==> config.mk <==
export PLATFORM = sky130hd
export DESIGN_NAME = ewd_decoder
export DESIGN_NICKNAME = d
export VERILOG_FILES = /design/src/ewd_pkg.sv /design/src/ewd_wb_regs.sv /design/src/ewd_decoder.sv
export SDC_FILE = /design/constraint.sdc
export NUM_CORES = 1
export LEC_CHECK = 0
export ABC_AREA = 1
export BUFFER_PORTS_ARGS = -buffer_cell sky130_fd_sc_hd__buf_2
export CORE_MARGIN = 3
export CORE_UTILIZATION = 40
export DETAILED_ROUTE_END_ITERATION = 10
export GPL_TIMING_DRIVEN = 0
export SLEW_MARGIN = 20
export SYNTH_ARGS = -nofsm -noshare
export SYNTH_HDL_FRONTEND = slang
export SYNTH_HIERARCHICAL = 1
export SYNTH_SLANG_ARGS = --single-unit
==> constraint.sdc <==
create_clock -name clk_i -period 1.93 [get_ports clk_i]
set_input_delay 0.0965 -clock clk_i [delete_from_list [all_inputs] [get_ports clk_i]]
set_output_delay 0.0965 -clock clk_i [all_outputs]
set_load 0.01 [all_outputs]
==> src/ewd_pkg.sv <==
package ewd_pkg;

    // =========================================================
    // extension word fields
    localparam logic [4:0] EXT_OPCODE = 5'h03;
    localparam int OPC_MSB = 15;
    localparam int OPC_LSB = 11;
    localparam int SRC_HI_MSB = 10;
    localparam int SRC_HI_LSB = 7;
    localparam int RSVD_REG_MSB = 10;
    localparam int RSVD_REG_LSB = 9;
    localparam int ZERO_CARRY_POS = 8;
    localparam int RPT_SRC_POS = 7;
    localparam int AL_POS = 6;
    localparam int RSVD_MSB = 5;
    localparam int RSVD_LSB = 4;
    localparam int LOW_MSB = 3;
    localparam int LOW_LSB = 0;

    // =========================================================
    // fields of the following instruction
    localparam int BW_POS = 6;
    localparam int AD_POS = 7;
    localparam int AS_MSB = 5;
    localparam int AS_LSB = 4;
    localparam int F2_MSB = 15;
    localparam int F2_LSB = 10;
    localparam logic [5:0] F2_OPCODE = 6'h04;
    localparam int F1_MSB = 15;
    localparam int F1_LSB = 12;
    localparam logic [3:0] F1_MIN_OPCODE = 4'h4;

    // =========================================================
    // register map (byte addresses)
    localparam logic [7:0] REG_CTRL = 8'h00;
    localparam logic [7:0] REG_STAT = 8'h04;
    localparam logic [7:0] REG_COUNT = 8'h08;
    localparam int CTRL_RSVD_CHK_POS = 0;
    localparam logic CTRL_RSVD_CHK_RST = 1'h0;
    localparam int STAT_WORD_LSB = 0;
    localparam int STAT_PEND_POS = 16;
    localparam int STAT_RSVD_ERR_POS = 17;
    localparam int STAT_SIZE_ERR_POS = 18;
    localparam logic [15:0] LAST_EXT_RST = 16'h0000;

    // =========================================================
    // types
    typedef enum logic [1:0] {SIZE_RSVD, SIZE_ADDR, SIZE_WORD, SIZE_BYTE} ewd_size_e;
    typedef enum logic {ST_PLAIN, ST_PREFIXED} ewd_state_e;

    // prefix opcode test, shared by both layouts
    function automatic logic ewd_is_ext(input logic [15:0] w);
        return w[OPC_MSB:OPC_LSB] == EXT_OPCODE;
    endfunction

    // register layout when all operands are registers
    function automatic logic ewd_is_reg_layout(input logic [15:0] w);
        logic f2;
        logic f1;
        f2 = w[F2_MSB:F2_LSB] == F2_OPCODE;
        f1 = w[F1_MSB:F1_LSB] >= F1_MIN_OPCODE;
        return (f2 && w[AS_MSB:AS_LSB] == 2'h0) ||
            (f1 && !w[AD_POS] && w[AS_MSB:AS_LSB] == 2'h0);
    endfunction

    // operand size from size bit and byte/word bit
    function automatic ewd_size_e ewd_size_of(input logic al, input logic bw);
        case ({al, bw})
            2'h1: return SIZE_ADDR;
            2'h2: return SIZE_WORD;
            2'h3: return SIZE_BYTE;
            default: return SIZE_RSVD;
        endcase
    endfunction

endpackage

==> src/ewd_wb_regs.sv <==
`timescale 1ns/1ps
// =========================================================
// wishbone slave holding control, status and counter
module ewd_wb_regs import ewd_pkg::*; #(
    parameter int ADDR_W = 8,
    parameter int CNT_W = 32
) (
    input wire logic clk_i,
    input wire logic rst_i,
    input wire logic wb_cyc_i,
    input wire logic wb_stb_i,
    input wire logic wb_we_i,
    input wire logic [ADDR_W-1:0] wb_adr_i,
    input wire logic [3:0] wb_sel_i,
    input wire logic [31:0] wb_dat_i,
    output logic [31:0] wb_dat_o,
    output logic wb_ack_o,
    input wire logic ext_evt_i,
    input wire logic rsvd_evt_i,
    input wire logic size_evt_i,
    input wire logic pending_i,
    input wire logic [15:0] last_ext_i,
    output logic rsvd_chk_o
);

    if (ADDR_W < 4 || ADDR_W > 32) begin : g_bad_addr
        $error("ewd_wb_regs: ADDR_W must be 4..32");
    end
    if (CNT_W < 1 || CNT_W > 32) begin : g_bad_cnt
        $error("ewd_wb_regs: CNT_W must be 1..32");
    end

    logic rsvd_err;
    logic size_err;
    logic [CNT_W-1:0] ext_count;

    // =========================================================
    // decode
    wire req = wb_cyc_i & wb_stb_i & ~wb_ack_o;
    wire wr = req & wb_we_i;
    wire hit_ctrl = wb_adr_i == ADDR_W'(REG_CTRL);
    wire hit_stat = wb_adr_i == ADDR_W'(REG_STAT);
    wire hit_count = wb_adr_i == ADDR_W'(REG_COUNT);
    wire wr_ctrl = wr & hit_ctrl & wb_sel_i[0];
    wire clr_rsvd = wr & hit_stat & wb_sel_i[2] & wb_dat_i[STAT_RSVD_ERR_POS];
    wire clr_size = wr & hit_stat & wb_sel_i[2] & wb_dat_i[STAT_SIZE_ERR_POS];

    // read data, unmapped reads zero
    logic [31:0] stat_word;
    assign stat_word = {13'h0000, size_err, rsvd_err, pending_i, last_ext_i};
    wire [31:0] rdata = hit_ctrl ? {31'h0, rsvd_chk_o} :
        hit_stat ? stat_word :
        hit_count ? 32'(ext_count) : 32'h0000_0000;

    // bus handshake, ack one cycle after request
    always_ff @(posedge clk_i) begin
        if (rst_i) begin
            wb_ack_o <= 1'b0;
            wb_dat_o <= 32'h0000_0000;
        end else begin
            wb_ack_o <= req;
            wb_dat_o <= req ? rdata : 32'h0000_0000;
        end
    end

    // control bit and sticky flags, set beats clear
    always_ff @(posedge clk_i) begin
        if (rst_i) begin
            rsvd_chk_o <= CTRL_RSVD_CHK_RST;
            rsvd_err <= 1'b0;
            size_err <= 1'b0;
            ext_count <= '0;
        end else begin
            if (wr_ctrl) begin
                rsvd_chk_o <= wb_dat_i[CTRL_RSVD_CHK_POS];
            end
            rsvd_err <= rsvd_evt_i | (rsvd_err & ~clr_rsvd);
            size_err <= size_evt_i | (size_err & ~clr_size);
            if (ext_evt_i) begin
                ext_count <= ext_count + 1'b1;
            end
        end
    end

endmodule

==> src/ewd_decoder.sv <==
// Added by the designer: the Wishbone interface to the registers and the placing of the registers.
`timescale 1ns/1ps
// =========================================================
// extension word decoder
// takes fetched words, remembers a prefix, and on the next
// instruction word issues one decoded record two cycles later
module ewd_decoder import ewd_pkg::*; #(
    parameter int ADDR_W = 8,
    parameter int CNT_W = 32
) (
    input wire logic clk_i,
    input wire logic rst_i,

    // wishbone register bus
    input wire logic wb_cyc_i,
    input wire logic wb_stb_i,
    input wire logic wb_we_i,
    input wire logic [ADDR_W-1:0] wb_adr_i,
    input wire logic [3:0] wb_sel_i,
    input wire logic [31:0] wb_dat_i,
    output logic [31:0] wb_dat_o,
    output logic wb_ack_o,

    // instruction fetch
    input wire logic word_valid_i,
    input wire logic [15:0] word_i,

    // cpu state read at issue
    input wire logic carry_flag_i,
    input wire logic [3:0] rpt_reg_val_i,
    output logic [3:0] repeat_count_register_o,

    // decoded record to execute
    output logic dec_valid_o,
    output logic [15:0] dec_inst_o,
    output logic ext_o,
    output logic reg_layout_o,
    output logic addr20_o,
    output ewd_size_e size_o,
    output logic size_rsvd_o,
    output logic carry_in_o,
    output logic carry_from_result_o,
    output logic [3:0] repeat_count_o,
    output logic [3:0] src_hi_o,
    output logic [3:0] dst_hi_o,
    output logic prefix_pending_o
);

    // =========================================================
    // state
    ewd_state_e state;
    ewd_state_e next_state;
    logic [15:0] ext_word;
    logic rsvd_chk;

    // stage one: instruction accepted, register index out
    logic s1_valid;
    logic [15:0] s1_inst;
    logic s1_ext;
    logic s1_reg;
    ewd_size_e s1_size;
    logic s1_zero_carry;
    logic s1_rpt_src;
    logic [3:0] s1_low;
    logic [3:0] s1_src_hi;
    logic [3:0] s1_dst_hi;

    // event pulses to the register block
    logic ext_evt;
    logic rsvd_evt;
    logic size_evt;

    // =========================================================
    // classify the incoming word
    wire take = word_valid_i;
    wire word_is_ext = ewd_is_ext(word_i);
    wire take_ext = take & word_is_ext;
    wire take_inst = take & ~word_is_ext;
    wire prefixed = state == ST_PREFIXED;

    // =========================================================
    // fields of the held prefix
    wire pre_zero_carry = ext_word[ZERO_CARRY_POS];
    wire pre_rpt_src = ext_word[RPT_SRC_POS];
    wire pre_al = ext_word[AL_POS];
    wire [3:0] pre_low = ext_word[LOW_MSB:LOW_LSB];
    wire [3:0] pre_src_hi = ext_word[SRC_HI_MSB:SRC_HI_LSB];
    wire [1:0] pre_rsvd = ext_word[RSVD_MSB:RSVD_LSB];
    wire [1:0] pre_rsvd_reg = ext_word[RSVD_REG_MSB:RSVD_REG_LSB];

    // =========================================================
    // fields of the following instruction
    wire inst_bw = word_i[BW_POS];
    wire inst_reg = ewd_is_reg_layout(word_i);
    wire use_reg = prefixed & inst_reg;
    wire use_nonreg = prefixed & ~inst_reg;

    // operand size: plain instructions take byte/word only
    wire ewd_size_e ext_size = ewd_size_of(pre_al, inst_bw);
    wire ewd_size_e plain_size = inst_bw ? SIZE_BYTE : SIZE_WORD;
    wire ewd_size_e next_size = prefixed ? ext_size : plain_size;

    // zero carry and repetition apply only in register layout
    wire next_zero_carry = use_reg & pre_zero_carry;
    wire next_rpt_src = use_reg & pre_rpt_src;
    wire [3:0] next_low = use_reg ? pre_low : 4'h0;

    // upper address bits apply only in non-register layout
    wire [3:0] next_src_hi = use_nonreg ? pre_src_hi : 4'h0;
    wire [3:0] next_dst_hi = use_nonreg ? pre_low : 4'h0;

    // reserved bits are only checked when software asks
    wire rsvd_bad = (pre_rsvd != 2'h0) | (inst_reg & (pre_rsvd_reg != 2'h0));
    wire next_rsvd_evt = take_inst & prefixed & rsvd_chk & rsvd_bad;
    wire next_size_evt = take_inst & prefixed & (ext_size == SIZE_RSVD);

    // =========================================================
    // prefix tracking: a second prefix replaces the first
    always_comb begin
        next_state = state;
        case (state)
            ST_PLAIN: begin
                if (take_ext) begin
                    next_state = ST_PREFIXED;
                end
            end
            ST_PREFIXED: begin
                if (take_inst) begin
                    next_state = ST_PLAIN;
                end
            end
            default: begin
                next_state = ST_PLAIN;
            end
        endcase
    end

    // state and held prefix word
    always_ff @(posedge clk_i) begin
        if (rst_i) begin
            state <= ST_PLAIN;
            ext_word <= LAST_EXT_RST;
        end else begin
            state <= next_state;
            if (take_ext) begin
                ext_word <= word_i;
            end
        end
    end

    // event pulses for status and counting
    always_ff @(posedge clk_i) begin
        if (rst_i) begin
            ext_evt <= 1'b0;
            rsvd_evt <= 1'b0;
            size_evt <= 1'b0;
        end else begin
            ext_evt <= take_ext;
            rsvd_evt <= next_rsvd_evt;
            size_evt <= next_size_evt;
        end
    end

    // =========================================================
    // stage one: capture the decoded instruction
    always_ff @(posedge clk_i) begin
        if (rst_i) begin
            s1_valid <= 1'b0;
            s1_inst <= 16'h0000;
            s1_ext <= 1'b0;
            s1_reg <= 1'b0;
            s1_size <= SIZE_WORD;
        end else begin
            s1_valid <= take_inst;
            if (take_inst) begin
                s1_inst <= word_i;
                s1_ext <= prefixed;
                s1_reg <= use_reg;
                s1_size <= next_size;
            end
        end
    end

    // stage one: carry, repetition and address extension
    always_ff @(posedge clk_i) begin
        if (rst_i) begin
            s1_zero_carry <= 1'b0;
            s1_rpt_src <= 1'b0;
            s1_low <= 4'h0;
            s1_src_hi <= 4'h0;
            s1_dst_hi <= 4'h0;
        end else if (take_inst) begin
            s1_zero_carry <= next_zero_carry;
            s1_rpt_src <= next_rpt_src;
            s1_low <= next_low;
            s1_src_hi <= next_src_hi;
            s1_dst_hi <= next_dst_hi;
        end
    end

    // register index goes out so the file answers next cycle
    always_ff @(posedge clk_i) begin
        if (rst_i) begin
            repeat_count_register_o <= 4'h0;
        end else if (take_inst) begin
            repeat_count_register_o <= next_rpt_src ? next_low : 4'h0;
        end
    end

    // =========================================================
    // stage two: issue values sampled at execution
    wire [3:0] issue_count = s1_rpt_src ? rpt_reg_val_i : s1_low;
    wire issue_carry = s1_zero_carry ? 1'b0 : carry_flag_i;

    // record valid pulse and instruction word
    always_ff @(posedge clk_i) begin
        if (rst_i) begin
            dec_valid_o <= 1'b0;
            dec_inst_o <= 16'h0000;
            ext_o <= 1'b0;
            reg_layout_o <= 1'b0;
            addr20_o <= 1'b0;
        end else begin
            dec_valid_o <= s1_valid;
            if (s1_valid) begin
                dec_inst_o <= s1_inst;
                ext_o <= s1_ext;
                reg_layout_o <= s1_reg;
                addr20_o <= s1_ext;
            end
        end
    end

    // operand size
    always_ff @(posedge clk_i) begin
        if (rst_i) begin
            size_o <= SIZE_WORD;
            size_rsvd_o <= 1'b0;
        end else if (s1_valid) begin
            size_o <= s1_size;
            size_rsvd_o <= s1_size == SIZE_RSVD;
        end
    end

    // carry handling for the following instruction
    always_ff @(posedge clk_i) begin
        if (rst_i) begin
            carry_in_o <= 1'b0;
            carry_from_result_o <= 1'b0;
        end else if (s1_valid) begin
            carry_in_o <= issue_carry;
            carry_from_result_o <= s1_zero_carry;
        end
    end

    // repetition count and upper address bits
    always_ff @(posedge clk_i) begin
        if (rst_i) begin
            repeat_count_o <= 4'h0;
            src_hi_o <= 4'h0;
            dst_hi_o <= 4'h0;
        end else if (s1_valid) begin
            repeat_count_o <= issue_count;
            src_hi_o <= s1_src_hi;
            dst_hi_o <= s1_dst_hi;
        end
    end

    // prefix pending flag for the fetch stage
    always_ff @(posedge clk_i) begin
        if (rst_i) begin
            prefix_pending_o <= 1'b0;
        end else begin
            prefix_pending_o <= next_state == ST_PREFIXED;
        end
    end

    // =========================================================
    // register block
    ewd_wb_regs #(
        .ADDR_W(ADDR_W),
        .CNT_W(CNT_W)
    ) i_ewd_wb_regs (
        .clk_i(clk_i),
        .rst_i(rst_i),
        .wb_cyc_i(wb_cyc_i),
        .wb_stb_i(wb_stb_i),
        .wb_we_i(wb_we_i),
        .wb_adr_i(wb_adr_i),
        .wb_sel_i(wb_sel_i),
        .wb_dat_i(wb_dat_i),
        .wb_dat_o(wb_dat_o),
        .wb_ack_o(wb_ack_o),
        .ext_evt_i(ext_evt),
        .rsvd_evt_i(rsvd_evt),
        .size_evt_i(size_evt),
        .pending_i(prefixed),
        .last_ext_i(ext_word),
        .rsvd_chk_o(rsvd_chk)
    );

endmodule

Word-level counts from Yosys, hierarchy flattened. Index checks and enable logic that the tools add are counted.

Register bits: 163. Bits in latches: 0. Bits in writable memories: 0. Memory bits (read-only): 0. Output and inout port bits: 75. Logic and storage cells: 106. Memories kept: 0.

$add $sub $neg: 1. Multipliers: 0. Divide/modulo/power cells: 0. Order comparisons: 1. Eq/ne operators: 7. Shift operators: 0. Multiplexer cells: 15. Bitwise gates (word level): 33. Reduce and logical (&&, ||, !) cells: 14.

Operators by type and width (number): 2-to-1 mux 19 bit (2); adder 32 x 1 -> 32 bit, second input constant (1); AND 1 bit (22); 2-to-1 mux 4 bit (5); == test 8 x 3 -> 1 bit, second input constant (1); == test 8 x 4 -> 1 bit, second input constant (1); logical NOT 8 bit (1); inverter 1 bit (8); == test 6 x 3 -> 1 bit, second input constant (1); logical NOT 2 bit (3); case mux 2 bit (3 select lines) (1); == test 5 x 2 -> 1 bit, second input constant (1); 2-to-1 mux 1 bit (5); OR reduction 5 bit (1); == test 2 bit, second input constant (2); greater-or-equal comparator 4 x 3 -> 1 bit, second input constant (1); nonzero test 2 bit (2); logical AND 1 bit (3); bitwise OR 1 bit (3); OR reduction 3 bit (1); == test 2 x 1 -> 1 bit, second input constant (1); 2-to-1 mux 2 bit (1); case mux 1 bit (2 select lines) (1); OR reduction 2 bit (1); 2 further kinds (2).

Longest topological paths before layout. Gate-level depths: netlist of run 1.

Depth after elaboration: 9. Mapped depth: 9.

Modules after synthesis. Netlist of run 1, hierarchy kept.

Modules (own cells, without submodules): ewd_decoder (times used 1, cells an instance 422, area an instance 3370.7 sq um, sequential area each 1901.8 sq um); ewd_wb_regs (times used 1, cells an instance 436, area an instance 3133.0 sq um, sequential area each 1361.3 sq um).

Least setup slack after synthesis of run 1. Ideal clock, no wire load.

Path type: register to register. Start: register i_ewd_wb_regs.ext_count[0]. End: register i_ewd_wb_regs.ext_count[22]. Arrival time: 1202 ps. Path slack: 615 ps. Stages on the path, launching flop included: 9. Buffers on the path: 0. Cells stage by stage: dfxtp_1 > ha_1 > inv_1 > nor2_2 > nand2_1 > nor2_4 > nand2_1 > nor2_1 > nor2_1.

Longest elaborated chain between the ends: 1.

Ends and longest elaborated chain: start, declared (RTL line ewd_wb_regs.sv:35) `logic [CNT_W-1:0] ext_count;`; start signal, assigned (RTL line ewd_wb_regs.sv:80) `ext_count <= ext_count + 1'b1;`; adder 32 x 1 -> 32 bit (RTL line ewd_wb_regs.sv:80).

Every way passes these cells. A chain may end at the register's enable or synchronous reset.

Worst setup path in the final report of run 1.
Start: input port wb_adr_i[3]. End: register i_ewd_wb_regs.size_err.

Longest elaborated chain between the ends: 7.

Ends and longest elaborated chain: start, declared (RTL line ewd_decoder.sv:18) `input wire logic [ADDR_W-1:0] wb_adr_i,`; == test 8 x 3 -> 1 bit (RTL line ewd_wb_regs.sv:42) `wire hit_stat = wb_adr_i == ADDR_W'(REG_STAT);`; AND 1 bit (3 in a row) (RTL line ewd_wb_regs.sv:46) `wire clr_size = wr & hit_stat & wb_sel_i[2] & wb_dat_i[STAT_SIZE_ERR_POS];`; inverter 1 bit (RTL line ewd_wb_regs.sv:78) `size_err <= size_evt_i | (size_err & ~clr_size);`; AND 1 bit (RTL line ewd_wb_regs.sv:78); bitwise OR 1 bit (RTL line ewd_wb_regs.sv:78); end signal, assigned (RTL line ewd_wb_regs.sv:78); end, declared (RTL line ewd_wb_regs.sv:34) `logic size_err;`.

Every way passes these cells.

==> results of run 1 <==
==> metal layers <==
layer,wire length [um],vias to the layer above,global-route usage (%)
li1,-,3048,-
met4,132,0,4.40
met3,778,12,4.68
met1,8430,2716,26.5
met2,8190,147,33.2
met5,0,-,0
==> stage by stage <==
stage	utilization (%)	power (W)	area [um2]	hold slack (ps)	std cells
floorplan	-	0.00378	6500	175	858
global placement	47.2	0.00396	7330	308	1182
detailed placement	47.2	0.00396	7330	311	1182
CTS	52.9	0.00751	8220	2.08	1240
global route	52.9	0.00771	8220	11.1	1240
finish	52.9	0.00745	8220	16.5	1240
==> where the power goes <==
group	internal (W)	switching [W]
Sequential	0.00344	0.0000401
Combinational	0.000177	0.000268
Clock	0.00221	0.00131
Total	0.00583	0.00162
==> synth_stat cells, types with 2 or more instances <==
cell,instances,area [um2]
a211oi_1,2,15.0
a21oi_1,48,240
buf_1,3,11.3
buf_2,6,30.0
buf_4,6,45.0
buf_6,6,67.6
clkbuf_1,11,41.3
dfxtp_1,163,3260
inv_1,77,289
inv_2,8,30.0
nand2_1,179,672
nand2_2,7,43.8
nand2_4,3,33.8
nand3_1,65,325
nand3_2,3,30.0
nand4_1,14,87.6
nor2_1,137,514
nor2_2,23,144
nor2_4,9,101
nor3_1,6,30.0
o21ai_0,59,295
o21ai_1,9,45.0
==> worst register-to-register path: cells and delay by family, from the launching register on <==
kind            cells  cell delay (ps)
buf+inv             2              650
flops               1              310
simple gates        4              510
compound gates      1               50
==> worst paths after layout <==
check | startpoint | to | slack (ps) | cells after the start
worst max-delay path | wb_adr_i[3] | i_ewd_wb_regs/size_err | 180 | 9
worst min-delay path | wb_cyc_i | i_ewd_wb_regs/wb_ack_o | 20 | 3
worst min register to register | rsvd_evt | i_ewd_wb_regs/rsvd_err | 440 | 2
worst max register to register | i_ewd_wb_regs/wb_ack_o | i_ewd_wb_regs/size_err | 310 | 7
==> cells by family after synthesis <==
group                    synth area share [%]
AO/OA/AOI/OAI                            9.64
buffers and inverters                    8.12
adder cells (fa/ha/maj)                 0.192
flip-flops                               50.2
AND/OR/NAND/NOR                          31.9
==> cell type report <==
cell class | count | area [um2] | share of cell area [%]
flip-flops and latches | 163 | 3260 | 39.7
repair buffers | 139 | 826 | 10.0
clock buffers | 25 | 505 | 6.15
inverters | 87 | 333 | 4.05
clock inverters | 7 | 119 | 1.45
well taps | 211 | 264 | 3.21
multi-input cells | 576 | 2720 | 33.0
plain buffers | 32 | 198 | 2.40
==> repair_timing <==
| item | 4_1_cts | 5_1_grt |
|---|---|---|
| endpoints found under the hold margin | 36 | 0 |
| resized for setup | 0 | 2 |
| endpoints found under the setup margin | 0 | 1 |
| hold buffers | 26 | 0 |
==> flow_summary_export.csv, run 1 <==
group,metric,value,unit
yosys,yosys_warnings,6,
cells_and_area,syn2layout_area_growth,26.4,%
die,start_util,41.9,%
sta,period_share,90.7,%
sta,slew_violations,0,
setup_path,crit_family,"buffers and inverters",
routing,wire_per_inst,14.1,um
clocking,cts_tree,"built",
yosys,syn_area,0.00650,mm2
min_path,holdCritPathClass,"input pin to flop",
setup_path,crit_type,"input pin to flop",
sta,fin_skew,6.13,ps
sta,slew_headroom,61.8,%
cells_and_area,final_common_cell,"nand2_1",
die,rows,45,
sta,worst_pin_slew,573,ps
placed_design,port_buffers,113,
pwr,p_leak,3.70,nW
flow_run,drv_cap,0,
setup_path,cpPeakStageDelay,550,ps
grt,grt_overflow_total,0,
routing,drc,0,
sta,setup_tns,0,ps
routing,ant_nets,0,
grt,grt_pass1_vias,5561,
clocking,htree_levels,4,
setup_path,end_kind,"flop",
placed_design,hpwl,12800,um
routing,drt-initial-drc-count,349,
setup_path,cp.required,2230,ps
cells_and_area,fillerInstances,1580,
die,die_area,0.0178,mm2
sta,period_needed,1750,ps
clocking,cts_buffer_depth,2,
clocking,post_cts_buffers,0,
setup_path,crit_top_cell,"dlygate4sd3_1",
yosys,synth_flop_cell,"dfxtp_1",
yosys,synthCells,858,
yosys,synth_nets,930,
setup_path,worst-path-buf-inv,4,
cells_and_area,most-common-layout-cells,"nand2_1, dfxtp_1, nor2_1",
grt,grt_max_degree,17,
cells_and_area,fin_nets,1088,
cells_and_area,n_antenna_cell,0,
sta,rsz0062_at_grt,"no",
yosys,yosysSeqAreaShare,50.2,%
run_status,status,"complete, no violations",
clocking,clk_latency,420,ps
setup_path,cpMaxStageDelayCell,"dlygate4sd3_1",
sta,report.final.setup_viol,0,
yosys,synth-edff-count,0,
die,die_y,134,um
routing,wl,17500,um
yosys,avgSynthCellArea,7.58,um2
clocking,cts_root_buf,"clkbuf_16",
sta,hold_violations,0,
routing,vias,5923,
cells_and_area,drive_above_1_share,21.5,%
sta,fmax,571,MHz
setup_path,cp_max_fo,10,
grt,grt_pass1_wl,28400,um
clocking,numClockSinks,163,
routing,first_pass_iters,5,
setup_path,crit_arrival,2050,ps
pwr,p_per_area,906,mW/mm2
routing,viasPerCell,4.78,
setup_path,critPathLaunchType,"input pin",
placed_design,dp_slack,382,ps
yosys,yosysUniqueCellTypes,36,
grt,grtUsageTotal,19.9,%
clocking,clk_pin_slew_worst_paths,60,ps
cells_and_area,largestRegisters,"i_ewd_wb_regs/ext_count (32), i_ewd_wb_regs/wb_dat_o (32)",
setup_path,critical_path.cell_chain,"dlygate4sd3_1 > buf_2 > nand3b_1 > nor2_2 > clkbuf_4 > nand3_1 > nand2_1 > a21oi_1 > dlygate4sd3_1",
grt,antenna_found_initial,0,
clocking,cts_buffers,17,
yosys,synth_async_sr_flop_share,0,%
pwr,vdd_drop_max,579,uV
sta,fin_ws,180,ps
yosys,ys_ff_latch,163,
placed_design,gp_congestion,0.891,
die,ios,146,
die,core,0.0155,mm2
die,die_w,134,um
(Power assumes the default switching activity.)
==> inputs of run 2 (changes only) <==
Settings changed: ABC_AREA 1 to default, HOLD_SLACK_MARGIN from default to 0.1.
==> run 2 against run 1 <==
  * Largest cell class unchanged
  * Synthesized cell count is 28% lower
  * Critical path depth decreased by 3
  * Register-to-register slack got worse by 270 ps
  * Total power is 1.3% lower
  * Hold slack improved by 120 ps
  * Maximum frequency decreased by 7.3%
  * Routed wire length decreased by 9.0%
  * Combinational power fell by 21%
==> flow_summary_export.csv, run 2 <==
group,metric,value,unit
setup_path,crit_type,"flop to flop",
yosys,yosys_warnings,6,
placed_design,port_buffers,113,
grt,grt_pass1_vias,5066,
setup_path,crit_start,"ext_word[0]",
die,die_w,130,um
sta,setup_tns,0,ps
placed_design,dp_slack,-347,ps
yosys,yosysMostFrequentCell,"dfxtp_1",
sta,slew_headroom,49.3,%
setup_path,cpPeakStageDelay,570,ps
yosys,yosysUniqueCellTypes,64,
routing,viasPerCell,5.22,
setup_path,reg2reg_from,"ext_word[0]",
yosys,synth_flop_cell,"dfxtp_1",
setup_path,cpMaxStageDelayCell,"dlygate4sd3_1",
yosys,synth-edff-count,0,
grt,grt_max_degree,17,
die,die_area,0.0169,mm2
setup_path,crit_cells,6,
routing,wl,16000,um
cells_and_area,most-common-layout-cells,"dfxtp_1, buf_2, nor2_1",
clocking,clk_pin_slew_worst_paths,60,ps
min_path,holdCritPathClass,"input pin to flop",
routing,vias,5122,
sta,fin_ws,43.0,ps
grt,grtUsageTotal,19.3,%
setup_path,r2r_end,"i_ewd_wb_regs/wb_dat_o[0]",
sta,slew_violations,0,
cells_and_area,drive_above_1_share,25.1,%
routing,drt-initial-drc-count,346,
yosys,avgSynthCellArea,9.95,um2
yosys,synth_area_leaders,"dfxtp_1, mux2i_1, nor2_1, nand2_1, a21oi_1",
cells_and_area,design_area,0.00799,mm2
grt,grt_pass1_wl,25400,um
clocking,cts_tree,"built",
yosys,ys_ff_latch,163,
cells_and_area,syn2layout_area_growth,30.1,%
setup_path,cp.required,2260,ps
cells_and_area,largestRegisters,"i_ewd_wb_regs/ext_count (32), i_ewd_wb_regs/wb_dat_o (32)",
routing,ant_nets,0,
cells_and_area,fin_util,54.2,%
sta,period_needed,1890,ps
sta,worst_pin_slew,761,ps
setup_path,critical_path.cell_chain,"mux2i_1 > nor2_1 > dlygate4sd3_1 > a21oi_2 > dlygate4sd3_1 > nor2_1",
grt,grt_overflow_total,0,
yosys,yosysTopAreaCell,"dfxtp_1",
setup_path,endpoint,"i_ewd_wb_regs/wb_dat_o[0]",
sta,rsz0062_at_grt,"yes",
sta,fin_skew,6.78,ps
flow_run,drv_cap,0,
setup_path,end_kind,"flop",
yosys,syn_area,0.00614,mm2
setup_path,critPathLaunchType,"flop",
routing,wire_per_inst,16.2,um
routing,drc,0,
die,core,0.0148,mm2
yosys,synthCells,617,
die,die_y,130,um
routing,first_pass_iters,5,
placed_design,gp_congestion,0.821,
setup_path,crit_arrival,2210,ps
run_status,status,"complete, no violations",
yosys,yosysSeqAreaShare,53.1,%
cells_and_area,fin_nets,858,
die,rows,44,
setup_path,r2r_cells,6,
die,ios,146,
yosys,synthTopCellsByCount,"dfxtp_1, nor2_1, nand2_1, mux2i_1, a21oi_1",
clocking,cts_root_buf,"clkbuf_16",
clocking,cts_buffer_depth,2,
sta,fmax,530,MHz
sta,hold_violations,0,
setup_path,worst-path-buf-inv,2,
pwr,vdd_drop_max,630,uV
yosys,synth_top_cell_area_share,53.1,%
yosys,synth_async_sr_flop_share,0,%
clocking,htree_levels,4,
placed_design,hpwl,11700,um
sta,report.final.setup_viol,0,
pwr,p_per_area,920,mW/mm2
placed_design,placed_cell_area,0.00694,mm2
setup_path,cp_max_fo,4,
setup_path,rrSetupSlack,40,ps
clocking,cts_buffers,17,
sta,period_share,97.8,%
cells_and_area,n_antenna_cell,0,
cells_and_area,final_common_cell,"dfxtp_1",
clocking,numClockSinks,163,
die,start_util,41.6,%
min_path,hold_depth,4,
pwr,p_leak,3.34,nW
yosys,synth_nets,689,
grt,antenna_found_initial,0,
clocking,clk_latency,420,ps
setup_path,crit_family,"buffers and inverters",
## run 2: changes by cell type after synthesis, sizes merged, moves of 15 or more
cell   delta
and2     +15
o21ai    -59
a22o     +19
mux2i    +47
nor2     -91
nand2   -136
nand3    -57
inv      -73
## run 2: logic make-up (layout without fill, tap and decap cells)
kind of cell / after synthesis / in the layout / share of synthesized area, %
XOR/XNOR: 9 / 9 / 1.28
AND/OR/NAND/NOR: 237 / 237 / 20.4
multiplexers: 52 / 52 / 8.58
flip-flops: 163 / 163 / 53.1
buffers and inverters: 47 / 228 / 3.65
adder cells (fa/ha/maj): 1 / 1 / 0.204
AO/OA/AOI/OAI: 108 / 108 / 12.8
## run 2: worst reg2reg max path, cell delays in order (launching register included)
cell and delay (ps):
dfxtp_2 350, mux2i_1 130, nor2_1 50, dlygate4sd3_1 570, a21oi_2 110, dlygate4sd3_1 550, nor2_1 40
## run 2: routing by layer
metal	global-route usage, %	vias to the layer above	wire length [um]
li1	-	2543	-
met1	23.7	2440	6950
met2	33.0	119	7930
met3	4.54	20	806
met4	7.03	0	269
met5	0	-	0
## run 2: worst min path at each step
stage,start,end,slack (ps)
after floorplan,word_i[6],size_evt,170
after global placement,wb_dat_i[17],i_ewd_wb_regs/rsvd_err,310
after detailed placement,wb_dat_i[18],i_ewd_wb_regs/size_err,320
after CTS,word_valid_i,s1_inst[13],130
after global routing,word_valid_i,s1_inst[13],140
final,word_valid_i,s1_inst[13],140
## run 2: where the power goes
| part | internal (W) | leakage [nW] | switching [W] |
|---|---|---|---|
| clock network | 0.00225 | 0.305 | 0.00132 |
| registers | 0.00341 | 1.32 | 0.0000281 |
| logic | 0.000154 | 1.71 | 0.000200 |
| total | 0.00581 | 3.34 | 0.00154 |
## run 2: final cells by class
| cell class | count | area, um2 |
|---|---|---|
| clock buffers | 21 | 470 |
| well taps | 184 | 230 |
| inverters | 12 | 45.0 |
| multi-input cells | 407 | 2700 |
| repair buffers | 151 | 933 |
| flip-flops and latches | 163 | 3280 |
| plain buffers | 34 | 179 |
| clock inverters | 10 | 155 |
| fillers | 1324 | 6760 |
## run 2: through the flow
| stage | power [W] | hold slack, ps | std cells |
|---|---|---|---|
| after floorplan | 0.00368 | 175 | 617 |
| after global placement | 0.00382 | 314 | 914 |
| after detailed placement | 0.00383 | 317 | 914 |
| after CTS | 0.00744 | 130 | 982 |
| after global routing | 0.00760 | 144 | 982 |
| final | 0.00736 | 141 | 982 |
## run 2: repair_timing
item | in CTS | in global routing
pin swaps | 3 | 2
buffers inserted | 5 | 0
hold endpoints to repair | 39 | 0
cloned | 0 | 0
endpoints found under the setup margin | 28 | 13
hold buffers | 33 | 0
resized for setup | 13 | 10
==> inputs of run 3 (changes only) <==
Settings changed: CELL_PAD_IN_SITES_DETAIL_PLACEMENT from default to 1, CELL_PAD_IN_SITES_GLOBAL_PLACEMENT from default to 2, CORE_UTILIZATION 40 to 35, PLACE_DENSITY_LB_ADDON from default to 0.1.
==> run 3 against run 2 <==
  * Routed wire length grew 15%
  * First-iteration DRC count shrank 39%
  * Clock power shrank 7.3%
  * Final cell count grew 4.2%
  * Die area grew 14%
  * Clock skew grew 3.2 ps
  * Cell area grew 0.58%
  * Total power shrank 3.3%
  * Maximum frequency grew 0.48%
  * Via count grew 0.90%
  * Non-clock buffer count grew 4
  * Flip-flop and latch count is the same
  * Critical path type is now input pin to flop
==> flow_summary_export.csv, run 3 (synthesis gave the netlist of run 2 again) <==
group,metric,value,unit
cells_and_area,instances_no_fill,1023,
cells_and_area,drive_above_1_share,26.3,%
cells_and_area,largestRegisters,"i_ewd_wb_regs/ext_count (32), i_ewd_wb_regs/wb_dat_o (32)",
sta,fmax,532,MHz
sta,slew_violations,0,
die,start_util,36.4,%
routing,wire_per_inst,18.0,um
grt,grt_overflow_total,0,
routing,first_pass_iters,4,
sta,report.final.setup_viol,0,
cells_and_area,most-common-layout-cells,"dfxtp_1, buf_2, nor2_1",
sta,hold_violations,0,
clocking,cts_buffer_depth,2,
sta,worst_pin_slew,788,ps
pwr,p_leak,3.33,nW
cells_and_area,final_common_cell,"dfxtp_1",
die,rows,47,
clocking,cts_buffers,17,
routing,drt-initial-drc-count,212,
min_path,holdCritPathClass,"input pin to flop",
setup_path,crit_type,"input pin to flop",
die,die_w,138,um
cells_and_area,fin_util,47.6,%
pwr,vdd_drop_max,637,uV
grt,grt_pass1_wl,29200,um
flow_run,drv_cap,0,
routing,ant_nets,0,
die,die_y,138,um
setup_path,endpoint,"s1_inst[9]",
setup_path,crit_start,"word_i[12]",
sta,slew_headroom,47.5,%
cells_and_area,syn2layout_area_growth,30.9,%
sta,fin_ws,52.0,ps
grt,grtUsageTotal,19.3,%
routing,vias,5168,
setup_path,crit_arrival,2230,ps
clocking,cts_root_buf,"clkbuf_16",
setup_path,r2r_end,"i_ewd_wb_regs/ext_count[27]",
die,die_area,0.0192,mm2
clocking,numClockSinks,163,
sta,rsz0062_at_grt,"yes",
routing,drc,0,
routing,wl,18400,um
grt,grt_max_degree,17,
setup_path,critPathLaunchType,"input pin",
pwr,p_per_area,885,mW/mm2
die,core,0.0169,mm2
setup_path,rrSetupSlack,60,ps
grt,grt_pass1_vias,5443,
setup_path,cp.required,2280,ps
setup_path,end_kind,"flop",
setup_path,cp_max_fo,10,
placed_design,dp.cells,950,
clocking,cts_tree,"built",
sta,period_share,97.3,%
sta,fin_skew,10.0,ps
clocking,clk_latency,430,ps
cells_and_area,fin_nets,862,
setup_path,r2r_cells,5,
placed_design,gp_congestion,0.771,
placed_design,hpwl,13300,um
placed_design,dp_slack,-354,ps
sta,setup_tns,0,ps
routing,viasPerCell,5.05,
placed_design,port_buffers,113,
sta,period_needed,1880,ps
clocking,htree_levels,4,
clocking,clk_pin_slew_worst_paths,70,ps
die,ios,146,
pwr,finalPower,0.00711,W
setup_path,reg2reg_from,"i_ewd_wb_regs/ext_count[3]",
run_status,status,"complete, no violations",
cells_and_area,n_antenna_cell,0,
grt,antenna_found_initial,0,
-- run 3: worst min path at each step --
stage | startpoint | end | slack [ps] | cells past startpoint
after CTS | wb_sel_i[2] | i_ewd_wb_regs/size_err | 130 | 4
after detailed placement | wb_dat_i[18] | i_ewd_wb_regs/size_err | 330 | 2
after global placement | wb_dat_i[18] | i_ewd_wb_regs/size_err | 330 | 2
final | wb_sel_i[2] | i_ewd_wb_regs/size_err | 130 | 4
after global routing | word_valid_i | flop | 170 | 3
after floorplan | word_i[6] | size_evt | 170 | 1
-- run 3: power by group --
part	switching (W)	internal, W
combinational	0.000217	0.000160
clock	0.00145	0.00186
sequential	0.0000279	0.00340
total	0.00169	0.00542
-- run 3: repair_timing --
item | in CTS | in global routing
pin swaps | 3 | 5
setup buffers | 4 | 7
endpoints found under the hold margin | 39 | 0
resized for setup | 12 | 23
setup endpoints to repair | 19 | 45
hold buffers | 31 | 0
-- run 3: metrics by stage --
stage	hold slack, ps	cell area [um2]
after floorplan	175	6150
after global placement	334	6990
after detailed placement	332	6990
after CTS	129	7940
after global routing	168	8040
final	130	8040
-- run 3: layer usage --
metal	global-route usage, %	vias up	wire [um]
met2	35.3	98	9670
met1	21.7	2501	7560
li1	-	2536	-
met3	3.90	33	662
met4	7.96	0	476
met5	0	-	0
-- run 3: cell type report --
class	instances	area, um2
Tap cell	220	275
Inverter	12	45.0
Timing Repair Buffer	155	958
Multi-Input combinational cell	407	2710
Sequential cell	163	3290
Clock inverter	13	124
Buffer	34	181
Clock buffer	19	453
Fill cell	1926	8840
-- run 3: critical path, cell delays in order --
cell	delay, ps
dlygate4sd3_1	530
buf_2	140
nor4b_4	120
buf_4	160
a21boi_2	320
clkbuf_1	510
nand2_1	140
a21oi_1	190
